$ cat config.mk
export PLATFORM = sky130hd
export DESIGN_NAME = s5a_top
export DESIGN_NICKNAME = d
export VERILOG_FILES = /design/src/s5a_pkg.sv /design/src/s5a_sinc5.sv /design/src/s5a_divider.sv /design/src/s5a_top.sv
export SDC_FILE = /design/constraint.sdc
export NUM_CORES = 2
export LEC_CHECK = 0
export BUFFER_PORTS_ARGS = -buffer_cell sky130_fd_sc_hd__buf_2
export CAP_MARGIN = 5
export CORE_MARGIN = 5
export CORE_UTILIZATION = 65
export DETAILED_ROUTE_END_ITERATION = 12
export PLACE_DENSITY_LB_ADDON = 0.2
export SLEW_MARGIN = 5
export SYNTH_ARGS = -nofsm -noshare
export SYNTH_HDL_FRONTEND = slang
export SYNTH_HIERARCHICAL = 1
export SYNTH_SLANG_ARGS = --single-unit
$ cat constraint.sdc
create_clock -name i_core_clk -period 10.1 [get_ports i_core_clk]
set_clock_uncertainty 0.15 [all_clocks]
set_input_delay 2.525 -clock i_core_clk [delete_from_list [all_inputs] [get_ports i_core_clk]]
set_output_delay 2.525 -clock i_core_clk [all_outputs]
set_load 0.05 [all_outputs]
$ cat src/s5a_pkg.sv
// shared constants and types for the sinc5 averaging decimator
package s5a_pkg;
   // modulator sampling: one bit every four master clocks
   localparam int MOD_DIV = 4;
   localparam logic [1:0] PHASE_RESET = 2'h0;
   localparam logic [1:0] PHASE_LAST = 2'h3;
   // fixed fifth-order sinc stage
   localparam int SINC_ORDER = 5;
   localparam int SINC_DECIM = 64;
   localparam logic [5:0] DEC_RESET = 6'h00;
   localparam logic [5:0] DEC_LAST = 6'h3F;
   localparam logic [6:0] DEC_COUNT = 7'h40;
   localparam logic [8:0] SINC_PERIOD = 9'h100;
   localparam int SINC_W = 32;
   // averager widths: 12000 * 2^30 stays below 2^44
   localparam int CNT_W = 14;
   localparam int ACC_W = 46;
   localparam int RES_W = 32;
   localparam logic [5:0] DIV_STEPS = 6'h2E;
   localparam logic [5:0] STEP_ONE = 6'h01;
   // rate code table
   localparam int NUM_RATES = 16;
   localparam logic [7:0] RATE_CODE [NUM_RATES] = '{
      8'h03, 8'h13, 8'h23, 8'h33, 8'h43, 8'h53, 8'h63, 8'h72,
      8'h82, 8'h92, 8'hA1, 8'hB0, 8'hC0, 8'hD0, 8'hE0, 8'hF0};
   localparam logic [CNT_W-1:0] RATE_AVG [NUM_RATES] = '{
      14'h2EE0, 14'h1770, 14'h0BB8, 14'h07D0, 14'h04B0, 14'h03E8, 14'h0258, 14'h01F4,
      14'h012C, 14'h003C, 14'h001E, 14'h000F, 14'h0008, 14'h0004, 14'h0002, 14'h0001};
   localparam logic [CNT_W-1:0] AVG_RESET = 14'h0001;
   localparam logic [CNT_W-1:0] AVG_ONE = 14'h0001;
   localparam logic [CNT_W-1:0] CNT_RESET = 14'h0000;
   // result hand-off states, gray along idle -> divide -> emit
   typedef enum logic [1:0] {
      S5A_IDLE = 2'b00,
      S5A_DIVIDE = 2'b01,
      S5A_EMIT = 2'b11
   } s5a_state_e;
endpackage : s5a_pkg

$ cat src/s5a_sinc5.sv
// fixed fifth-order sinc decimator, ratio 64, on a one-bit stream
`timescale 1ns/1ps
`default_nettype none
module s5a_sinc5 (
   input wire logic i_core_clk, // master clock
   input wire logic i_arst_n, // async reset, active low
   input wire logic i_sample_stb, // one modulator sample this cycle
   input wire logic i_mod_bit, // modulator bit, 1 = +1, 0 = -1
   output logic [s5a_pkg::SINC_W-1:0] o_data, // signed stage output
   output logic o_valid // one-cycle pulse per output
);
   logic [s5a_pkg::SINC_W-1:0] integ [s5a_pkg::SINC_ORDER+1]; // integrator chain
   logic [s5a_pkg::SINC_W-1:0] comb [s5a_pkg::SINC_ORDER+1]; // comb chain
   logic [s5a_pkg::SINC_W-1:0] dly [s5a_pkg::SINC_ORDER+1]; // comb memories
   logic [5:0] dec_cnt; // input samples into this output
   logic dec_stb; // last sample of a decimation period
   logic [6:0] seen; // helper: samples between outputs

   // map the bit to +1 or -1; wrap-around arithmetic is exact at 32 bits
   assign integ[0] = {{(s5a_pkg::SINC_W-1){~i_mod_bit}}, 1'b1};
   assign comb[0] = integ[s5a_pkg::SINC_ORDER];
   assign dly[0] = '0;
   assign dec_stb = i_sample_stb && (dec_cnt == s5a_pkg::DEC_LAST);

   // integrators at input rate, combs at output rate
   for (genvar k = 1; k <= s5a_pkg::SINC_ORDER; k++) begin : g_stage
      always_ff @(posedge i_core_clk or negedge i_arst_n) begin
         if (!i_arst_n) begin
            integ[k] <= '0;
         end else if (i_sample_stb) begin
            integ[k] <= integ[k] + integ[k-1];
         end
      end
      always_ff @(posedge i_core_clk or negedge i_arst_n) begin
         if (!i_arst_n) begin
            dly[k] <= '0;
         end else if (dec_stb) begin
            dly[k] <= comb[k-1];
         end
      end
      assign comb[k] = comb[k-1] - dly[k];
   end

   // decimation counter
   always_ff @(posedge i_core_clk or negedge i_arst_n) begin
      if (!i_arst_n) begin
         dec_cnt <= s5a_pkg::DEC_RESET;
      end else if (i_sample_stb) begin
         dec_cnt <= dec_cnt + 6'h01;
      end
   end

   // output register; first few words are fill-up transient
   always_ff @(posedge i_core_clk or negedge i_arst_n) begin
      if (!i_arst_n) begin
         o_data <= '0;
         o_valid <= 1'b0;
      end else begin
         o_valid <= dec_stb;
         if (dec_stb) begin
            o_data <= comb[s5a_pkg::SINC_ORDER];
         end
      end
   end

   // helper count of samples per output
   always_ff @(posedge i_core_clk or negedge i_arst_n) begin
      if (!i_arst_n) begin
         seen <= 7'h00;
      end else if (o_valid) begin
         seen <= {6'h00, i_sample_stb};
      end else if (i_sample_stb) begin
         seen <= seen + 7'h01;
      end
   end
endmodule : s5a_sinc5
`default_nettype wire

$ cat src/s5a_divider.sv
// sequential unsigned divider for the block average
`timescale 1ns/1ps
`default_nettype none
module s5a_divider (
   input wire logic i_core_clk, // master clock
   input wire logic i_arst_n, // async reset, active low
   input wire logic i_start, // pulse: take operands
   input wire logic [s5a_pkg::ACC_W-1:0] i_dividend, // block sum magnitude
   input wire logic [s5a_pkg::CNT_W-1:0] i_divisor, // average count
   output logic [s5a_pkg::ACC_W-1:0] o_quotient, // truncated quotient
   output logic o_done, // one-cycle pulse, quotient valid
   output logic o_busy // division in progress
);
   logic [s5a_pkg::CNT_W-1:0] rem; // partial remainder
   logic [s5a_pkg::CNT_W-1:0] dvs; // held divisor
   logic [5:0] step; // steps left
   logic [s5a_pkg::CNT_W:0] trial; // shifted remainder

   assign trial = {rem, o_quotient[s5a_pkg::ACC_W-1]};

   // one quotient bit per cycle; 46 cycles fits well inside 256
   always_ff @(posedge i_core_clk or negedge i_arst_n) begin
      if (!i_arst_n) begin
         rem <= '0;
         dvs <= s5a_pkg::AVG_ONE;
         step <= 6'h00;
         o_quotient <= '0;
         o_done <= 1'b0;
         o_busy <= 1'b0;
      end else begin
         o_done <= 1'b0;
         if (i_start && !o_busy) begin
            o_quotient <= i_dividend;
            dvs <= i_divisor;
            rem <= '0;
            step <= s5a_pkg::DIV_STEPS;
            o_busy <= 1'b1;
         end else if (o_busy) begin
            if (trial >= {1'b0, dvs}) begin
               rem <= s5a_pkg::CNT_W'(trial - {1'b0, dvs});
               o_quotient <= {o_quotient[s5a_pkg::ACC_W-2:0], 1'b1};
            end else begin
               rem <= trial[s5a_pkg::CNT_W-1:0];
               o_quotient <= {o_quotient[s5a_pkg::ACC_W-2:0], 1'b0};
            end
            step <= step - 6'h01;
            if (step == s5a_pkg::STEP_ONE) begin
               o_busy <= 1'b0;
               o_done <= 1'b1;
            end
         end
      end
   end
endmodule : s5a_divider
`default_nettype wire

$ cat src/s5a_top.sv
// two-stage decimating filter: sinc5 by 64, then programmable averager
//
// Notes on behaviour
// master clock comes from outside the filter
// take one modulator bit every four clocks
// sinc5 stage decimates 64, output per 256 clocks
// rate code selects averager count
// one result per completed averaging block
// codes 03h..63h give 12000 down to 600
// codes 72h,82h,92h,A1h give 500,300,60,30
// B0h..E0h give 15,8,4,2; F0h bypasses
// output rate follows master clock linearly
// response is sinc5 times averager response
// notches at output rate and its multiples
// larger count narrows bandwidth, lowers rate
// host picks 60 Hz multiple rates
// sum exactly count outputs, divide, clear
// unsupported code keeps previous valid count
`timescale 1ns/1ps
`default_nettype none
module s5a_top (
   input wire logic i_core_clk, // master clock, sets every rate
   input wire logic i_arst_n, // async reset, active low
   input wire logic i_mod_bit, // modulator output bit
   input wire logic [7:0] i_output_rate_code_bits, // output rate code
   output logic [s5a_pkg::RES_W-1:0] o_result, // signed averaged result
   output logic o_result_valid, // one-cycle pulse per result
   output logic [s5a_pkg::SINC_W-1:0] o_sinc5_data, // first-stage output
   output logic o_sinc5_valid, // one-cycle pulse per first-stage word
   output logic [s5a_pkg::CNT_W-1:0] o_num_ave, // count of current block
   output logic o_rate_code_bad // code on the input is unsupported
);
   // modulator phase
   logic [1:0] phase; // position within the four-clock sample slot
   logic mod_stb; // sample the modulator bit now

   // rate decode
   logic [s5a_pkg::NUM_RATES-1:0] hit; // one-hot table match
   logic [s5a_pkg::CNT_W-1:0] masked [s5a_pkg::NUM_RATES]; // per-entry count or zero
   logic [s5a_pkg::CNT_W-1:0] match_avg; // count for the current code
   logic code_ok; // current code is in the table
   logic [s5a_pkg::CNT_W-1:0] pending_avg; // last valid count, waits for block edge

   // averager
   logic [s5a_pkg::CNT_W-1:0] active_avg; // count of the block being summed
   logic [s5a_pkg::CNT_W-1:0] blk_cnt; // outputs already in the block
   logic [s5a_pkg::ACC_W-1:0] acc; // signed block sum
   logic [s5a_pkg::ACC_W-1:0] sinc_ext; // sign-extended first-stage word
   logic [s5a_pkg::ACC_W-1:0] sum_now; // sum including this word
   logic block_done; // this word closes the block

   // hand-off to the divider
   logic div_start; // pulse into the divider
   logic [s5a_pkg::ACC_W-1:0] div_dividend; // magnitude of the block sum
   logic [s5a_pkg::CNT_W-1:0] div_divisor; // count of that block
   logic div_neg; // block sum was negative
   logic [s5a_pkg::ACC_W-1:0] quotient; // divider answer
   logic div_done; // divider answer valid
   logic div_busy; // divider working
   s5a_pkg::s5a_state_e state; // result hand-off state

   // helper for checks
   logic [s5a_pkg::CNT_W-1:0] outs_seen; // first-stage words since last block end

   // four-clock sample slot; the modulator runs at the clock over four
   always_ff @(posedge i_core_clk or negedge i_arst_n) begin
      if (!i_arst_n) begin
         phase <= s5a_pkg::PHASE_RESET;
      end else begin
         phase <= phase + 2'h1;
      end
   end

   assign mod_stb = (phase == s5a_pkg::PHASE_LAST);

   // fixed first stage
   s5a_sinc5 u_sinc5 (
      .i_core_clk(i_core_clk),
      .i_arst_n(i_arst_n),
      .i_sample_stb(mod_stb),
      .i_mod_bit(i_mod_bit),
      .o_data(o_sinc5_data),
      .o_valid(o_sinc5_valid)
   );

   // compare the code against each table entry
   for (genvar i = 0; i < s5a_pkg::NUM_RATES; i++) begin : g_rate
      assign hit[i] = (i_output_rate_code_bits == s5a_pkg::RATE_CODE[i]);
      assign masked[i] = hit[i] ? s5a_pkg::RATE_AVG[i] : '0;
   end

   // merge the entries; at most one can match
   always_comb begin
      match_avg = '0;
      for (int j = 0; j < s5a_pkg::NUM_RATES; j++) begin
         match_avg = match_avg | masked[j];
      end
   end

   assign code_ok = |hit;

   // latch only supported codes, so a bad code never yields a zero count
   always_ff @(posedge i_core_clk or negedge i_arst_n) begin
      if (!i_arst_n) begin
         pending_avg <= s5a_pkg::AVG_RESET;
         o_rate_code_bad <= 1'b0;
      end else begin
         o_rate_code_bad <= !code_ok;
         if (code_ok) begin
            pending_avg <= match_avg;
         end
      end
   end

   // block accounting
   assign sinc_ext = {{(s5a_pkg::ACC_W-s5a_pkg::SINC_W){o_sinc5_data[s5a_pkg::SINC_W-1]}},
                      o_sinc5_data};
   assign sum_now = acc + sinc_ext;
   assign block_done = o_sinc5_valid && ((blk_cnt + s5a_pkg::AVG_ONE) == active_avg);

   // accumulate; a new count takes effect only at a block edge so no block
   // is ever cut short or stretched by a rate change
   always_ff @(posedge i_core_clk or negedge i_arst_n) begin
      if (!i_arst_n) begin
         acc <= '0;
         blk_cnt <= s5a_pkg::CNT_RESET;
         active_avg <= s5a_pkg::AVG_RESET;
      end else if (block_done) begin
         acc <= '0;
         blk_cnt <= s5a_pkg::CNT_RESET;
         active_avg <= pending_avg;
      end else if (o_sinc5_valid) begin
         acc <= sum_now;
         blk_cnt <= blk_cnt + s5a_pkg::AVG_ONE;
      end
   end

   assign o_num_ave = active_avg;

   // capture the closed block for the divider, as sign and magnitude
   always_ff @(posedge i_core_clk or negedge i_arst_n) begin
      if (!i_arst_n) begin
         div_start <= 1'b0;
         div_dividend <= '0;
         div_divisor <= s5a_pkg::AVG_ONE;
         div_neg <= 1'b0;
      end else begin
         div_start <= block_done;
         if (block_done) begin
            div_neg <= sum_now[s5a_pkg::ACC_W-1];
            div_dividend <= sum_now[s5a_pkg::ACC_W-1] ? (~sum_now + 1'b1) : sum_now;
            div_divisor <= active_avg;
         end
      end
   end

   // division by the count; bypass still goes through it, dividing by one,
   // which keeps the latency the same for every rate
   s5a_divider u_divider (
      .i_core_clk(i_core_clk),
      .i_arst_n(i_arst_n),
      .i_start(div_start),
      .i_dividend(div_dividend),
      .i_divisor(div_divisor),
      .o_quotient(quotient),
      .o_done(div_done),
      .o_busy(div_busy)
   );

   // result hand-off; the next block ends 256 clocks later at the earliest,
   // so the divider is always free when a block closes
   always_ff @(posedge i_core_clk or negedge i_arst_n) begin
      if (!i_arst_n) begin
         state <= s5a_pkg::S5A_IDLE;
         o_result <= '0;
         o_result_valid <= 1'b0;
      end else begin
         o_result_valid <= 1'b0;
         case (state)
            s5a_pkg::S5A_IDLE: begin
               if (div_start) begin
                  state <= s5a_pkg::S5A_DIVIDE;
               end
            end
            s5a_pkg::S5A_DIVIDE: begin
               if (div_done) begin
                  // quotient is at most 2^30, so the low bits hold it whole
                  o_result <= div_neg ? s5a_pkg::RES_W'(~quotient + 1'b1)
                                      : quotient[s5a_pkg::RES_W-1:0];
                  o_result_valid <= 1'b1;
                  state <= s5a_pkg::S5A_EMIT;
               end
            end
            s5a_pkg::S5A_EMIT: begin
               state <= s5a_pkg::S5A_IDLE;
            end
            default: begin
               state <= s5a_pkg::S5A_IDLE;
            end
         endcase
      end
   end

   // helper: words counted independently of the block counter
   always_ff @(posedge i_core_clk or negedge i_arst_n) begin
      if (!i_arst_n) begin
         outs_seen <= s5a_pkg::CNT_RESET;
      end else if (block_done) begin
         outs_seen <= s5a_pkg::CNT_RESET;
      end else if (o_sinc5_valid) begin
         outs_seen <= outs_seen + s5a_pkg::AVG_ONE;
      end
   end
endmodule : s5a_top
`default_nettype wire

==> results.json <==
{
  "n_fill_cell": 5258,
  "postSynthRegisterBits": 629,
  "min_from": "state[1]",
  "cell_area_after_synthesis_sq_um": 44600,
  "hold_viol_final": 0,
  "postSynthAreaPerCell_sq_um": 8.83,
  "gp_congestion": 0.927,
  "achievable-frequency_mhz": 104,
  "worst_hold_path_type": "reg -> reg",
  "worst_setup_hold_path_clk_slew_ns": 0.06,
  "rows": 96,
  "insertion_delay_ns": 0.61,
  "ys_types": 105,
  "cts.sink_count": 629,
  "groute.usage.overall_pct": 26.8,
  "numCtsBuffers": 72,
  "yosys.area_share.xor_xnor_pct": 8.16,
  "post_synth_inst_count": 5055,
  "run_status": "complete, no violations",
  "finish.net_count": 5463,
  "dr_total_vias": 36500,
  "drtIter0Drc": 2637,
  "detail_route.first_pass.iterations": 8,
  "drc_errors": 0,
  "grt_start_max_net_pins": 181,
  "initial_antenna_violation_count": 0,
  "antenna_cells_inserted": 0,
  "area_leader_netlist": "sky130_fd_sc_hd__dfrtp_1",
  "worst_slew_pin_slew_ns": 1.08,
  "worst_path_most_repeated_cell": "sky130_fd_sc_hd__a21o_1",
  "post_synth_edffs": 0,
  "die_area_sq_um": 74000,
  "timing.critical_path.slowest_stage_cell": "sky130_fd_sc_hd__dfrtp_1",
  "vias_cell": 6.09,
  "cts_max_path_buffers": 3,
  "initial_core_utilization_pct": 65.3,
  "timing.final.ws_setup_ns": 0.468,
  "chip_width_um": 272,
  "final_core_utilization_pct": 70.9,
  "top_flip_flop_cell_by_instance_count_after_synthesis": "sky130_fd_sc_hd__dfrtp_1",
  "grt_busiest_layer": "met2",
  "regArea_sq_um": 15800,
  "r2r-end": "u_sinc5/o_data[31]",
  "port_buffers": 91,
  "finalSetupViolCount": 0,
  "launch_instance_of_the_worst_register_to_register_path": "u_sinc5/comb[162]",
  "critPathMaxFanout": 6,
  "synth_adder_area_share_pct": 11.1,
  "max_cap_violations": 0,
  "cts_root_buf": "sky130_fd_sc_hd__clkbuf_16",
  "synthArstFlopShare_pct": 100,
  "drive_above_1_share_pct": 9.04,
  "final_min_period_ns": 9.63,
  "grt_pass1_wl_um": 171000,
  "wl_per_cell_um": 16.8,
  "antenna_violation_net_count_after_detailed_routing": 0,
  "stdcell_area_sq_um": 48500,
  "end_kind": "register",
  "whs_path_depth": 1,
  "floorplan.die.height_um": 272,
  "met2_usage_pct": 46.6,
  "timing.critical_path.slowest_cell_delay_ns": 0.41,
  "unrepaired_setup_endpoints_after_global_routing": "false",
  "setup.reg_to_reg.worst_slack_ns": 0.47,
  "synth_compound_gate_area_share_pct": 21.6,
  "grt.overflow.total": 0,
  "finalSetupTns_ns": 0,
  "synth-simple-area-share_pct": 14.9,
  "floorplan_core_area_sq_um": 68300,
  "synth.yosys.warnings": 6,
  "number_of_global_route_vias_before_repair": 35300,
  "post_dp_cell_area_sq_um": 45800,
  "timing.reg2reg.worst_path_depth": 41,
  "synth-seq-area-share_pct": 35.3,
  "synth_nets": 5453,
  "final-max-slew-violation-count": 0,
  "dp_hpwl_um": 72000,
  "m1_gr_usage_pct": 35.5,
  "netlist_top_cells_area": "sky130_fd_sc_hd__dfrtp_1, sky130_fd_sc_hd__ha_1, sky130_fd_sc_hd__nand2_1",
  "totalWireLength_um": 101000,
  "crit_required_ns": 10.48,
  "synth_top_cell_area_share_pct": 35.0,
  "multi_input_logic_area_sq_um": 27200,
  "post_synth_mux_area_share_pct": 5.04,
  "num_io_pins": 92,
  "area_delta_synth_final_pct": 8.60,
  "post-place-ws_ns": 0.295,
  "timing.hold.worst_endpoint": "state[0]",
  "kind_of_start_point_of_the_critical_path": "register",
  "critical_path_arrival_ns": 10.01,
  "cts_tree": "built",
  "crit_type": "reg -> reg",
  "main_combinational_cell_family_by_area_after_synthesis": "compound AO/OA/AOI/OAI gates",
  "met3_usage_pct": 3.00,
  "slew-limit-headroom_pct": 28.2,
  "timing.final.crit_share_pct": 95.4,
  "clock_tree.htree_level_count": 3
}
==> synth_stat cells (all sizes together), types with 9 or more instances <==
library cell and instances:
o41ai 11, a22o 14, or3 35, nand3 79, and4 11, nor4 11
o221ai 13, nor2 257, o211ai 43, or2 13, a221oi 10, o31ai 47
nor3b 14, nand2 679, xor2 149, and2 20, nor2b 55, or4 11
a21o 164, mux2 143, nand2b 71, clkbuf 150, o21bai 35, xnor2 260
o2bb2ai 43, a21oi 339, nor3 77, o21ai 518, a31oi 39, ha 375
fa 12, inv 281, buf 35, o21a 57, and3 41, a21boi 19
mux2i 64, nand4 40, a211oi 46, dfrtp 625, a2111oi 10, a31o 11
a211o 13, nor4b 9
==> repair_timing <==
item,in CTS,in global routing
buffers inserted,0,3
setup endpoints to repair,0,6
gates resized for setup,0,12
hold buffers,0,0
hold endpoints to repair,0,0
==> routing by layer <==
layer	wire length, um	vias up
met4	3040	0
li1	-	18100
met1	44600	17500
met2	49100	762
met5	0	-
met3	3830	210
==> cells in the final DEF (no fill, tap or decap), types with 43 or more instances in the layout <==
master / instances
sky130_fd_sc_hd__nand2_1: 679
sky130_fd_sc_hd__dfrtp_1: 622
sky130_fd_sc_hd__o21ai_0: 503
sky130_fd_sc_hd__ha_1: 372
sky130_fd_sc_hd__a21oi_1: 338
sky130_fd_sc_hd__inv_1: 279
sky130_fd_sc_hd__xnor2_1: 259
sky130_fd_sc_hd__nor2_1: 256
sky130_fd_sc_hd__a21o_1: 164
sky130_fd_sc_hd__xor2_1: 147
sky130_fd_sc_hd__mux2_2: 143
sky130_fd_sc_hd__buf_2: 90
sky130_fd_sc_hd__nand3_1: 79
sky130_fd_sc_hd__clkbuf_16: 75
sky130_fd_sc_hd__nor3_1: 72
sky130_fd_sc_hd__nand2b_1: 71
sky130_fd_sc_hd__mux2i_1: 64
sky130_fd_sc_hd__o21a_1: 56
sky130_fd_sc_hd__nor2b_1: 55
sky130_fd_sc_hd__a211oi_1: 44
sky130_fd_sc_hd__o31ai_1: 44
sky130_fd_sc_hd__o2bb2ai_1: 43
==> cell families (layout without fill, tap and decap cells) <==
| logic type | after synthesis | in the layout |
|---|---|---|
| AOI/OAI and AO/OA | 1515 | 1515 |
| and+or+nand+nor | 1440 | 1440 |
| DFF | 629 | 629 |
| buffers and inverters | 466 | 532 |
| xor gates and xnor gates | 411 | 411 |
| adders and majority gates | 387 | 387 |
| muxes | 207 | 207 |
==> sequential cells by signal (all words and copies together) (netlist names), 32 cells and up <==
name / flops
o_result: 32
u_sinc5/comb: 32
u_sinc5/integ: 128
acc: 46
div_dividend: 46
u_sinc5/o_data: 32
u_sinc5/dly: 160
u_divider/o_quotient: 46
==> how the worst max path moves through the flow <==
stage               cells past startpoint                 end  slack (ns)               from
floorplan                              41  u_sinc5/o_data[31]        1.20  u_sinc5/comb[162]
global placement                       42  u_sinc5/o_data[31]        0.47  u_sinc5/comb[162]
detailed placement                     42  u_sinc5/o_data[31]        0.29  u_sinc5/comb[162]
CTS                                    42  u_sinc5/o_data[31]        0.07  u_sinc5/comb[162]
global route                           43  u_sinc5/o_data[31]        0.03  u_sinc5/comb[160]
finish                                 41  u_sinc5/o_data[31]        0.47  u_sinc5/comb[162]
==> final cells by class <==
| class | count | share of cell area (%) |
|---|---|---|
| Timing Repair Buffer | 121 | 1.50 |
| Multi-Input combinational cell | 3960 | 56.1 |
| Inverter | 281 | 2.19 |
| Clock buffer | 96 | 4.24 |
| Tap cell | 882 | 2.28 |
| Clock inverter | 34 | 1.20 |
| Sequential cell | 629 | 32.5 |
==> per-stage QoR <==
step           cells  hold WS, ns
3_5_place_dp    5870        0.262
3_3_place_gp    5870        0.248
2_1_floorplan   5055        0.244
6_report        6003        0.267
4_1_cts         6000        0.270
5_1_grt         6003        0.289
==> worst max-delay path: cells and delay by family (launching register included) <==
family                   cells  cell delay, ns
AO/OA/AOI/OAI               22            4.74
adder cells (fa/ha/maj)      5            1.71
AND/OR/NAND/NOR              8            1.35
XOR/XNOR                     6            1.19
flip-flops                   1            0.41
Power is not shown: default switching activity piles up to over one toggle a cycle in this logic, so the estimate is an artifact.
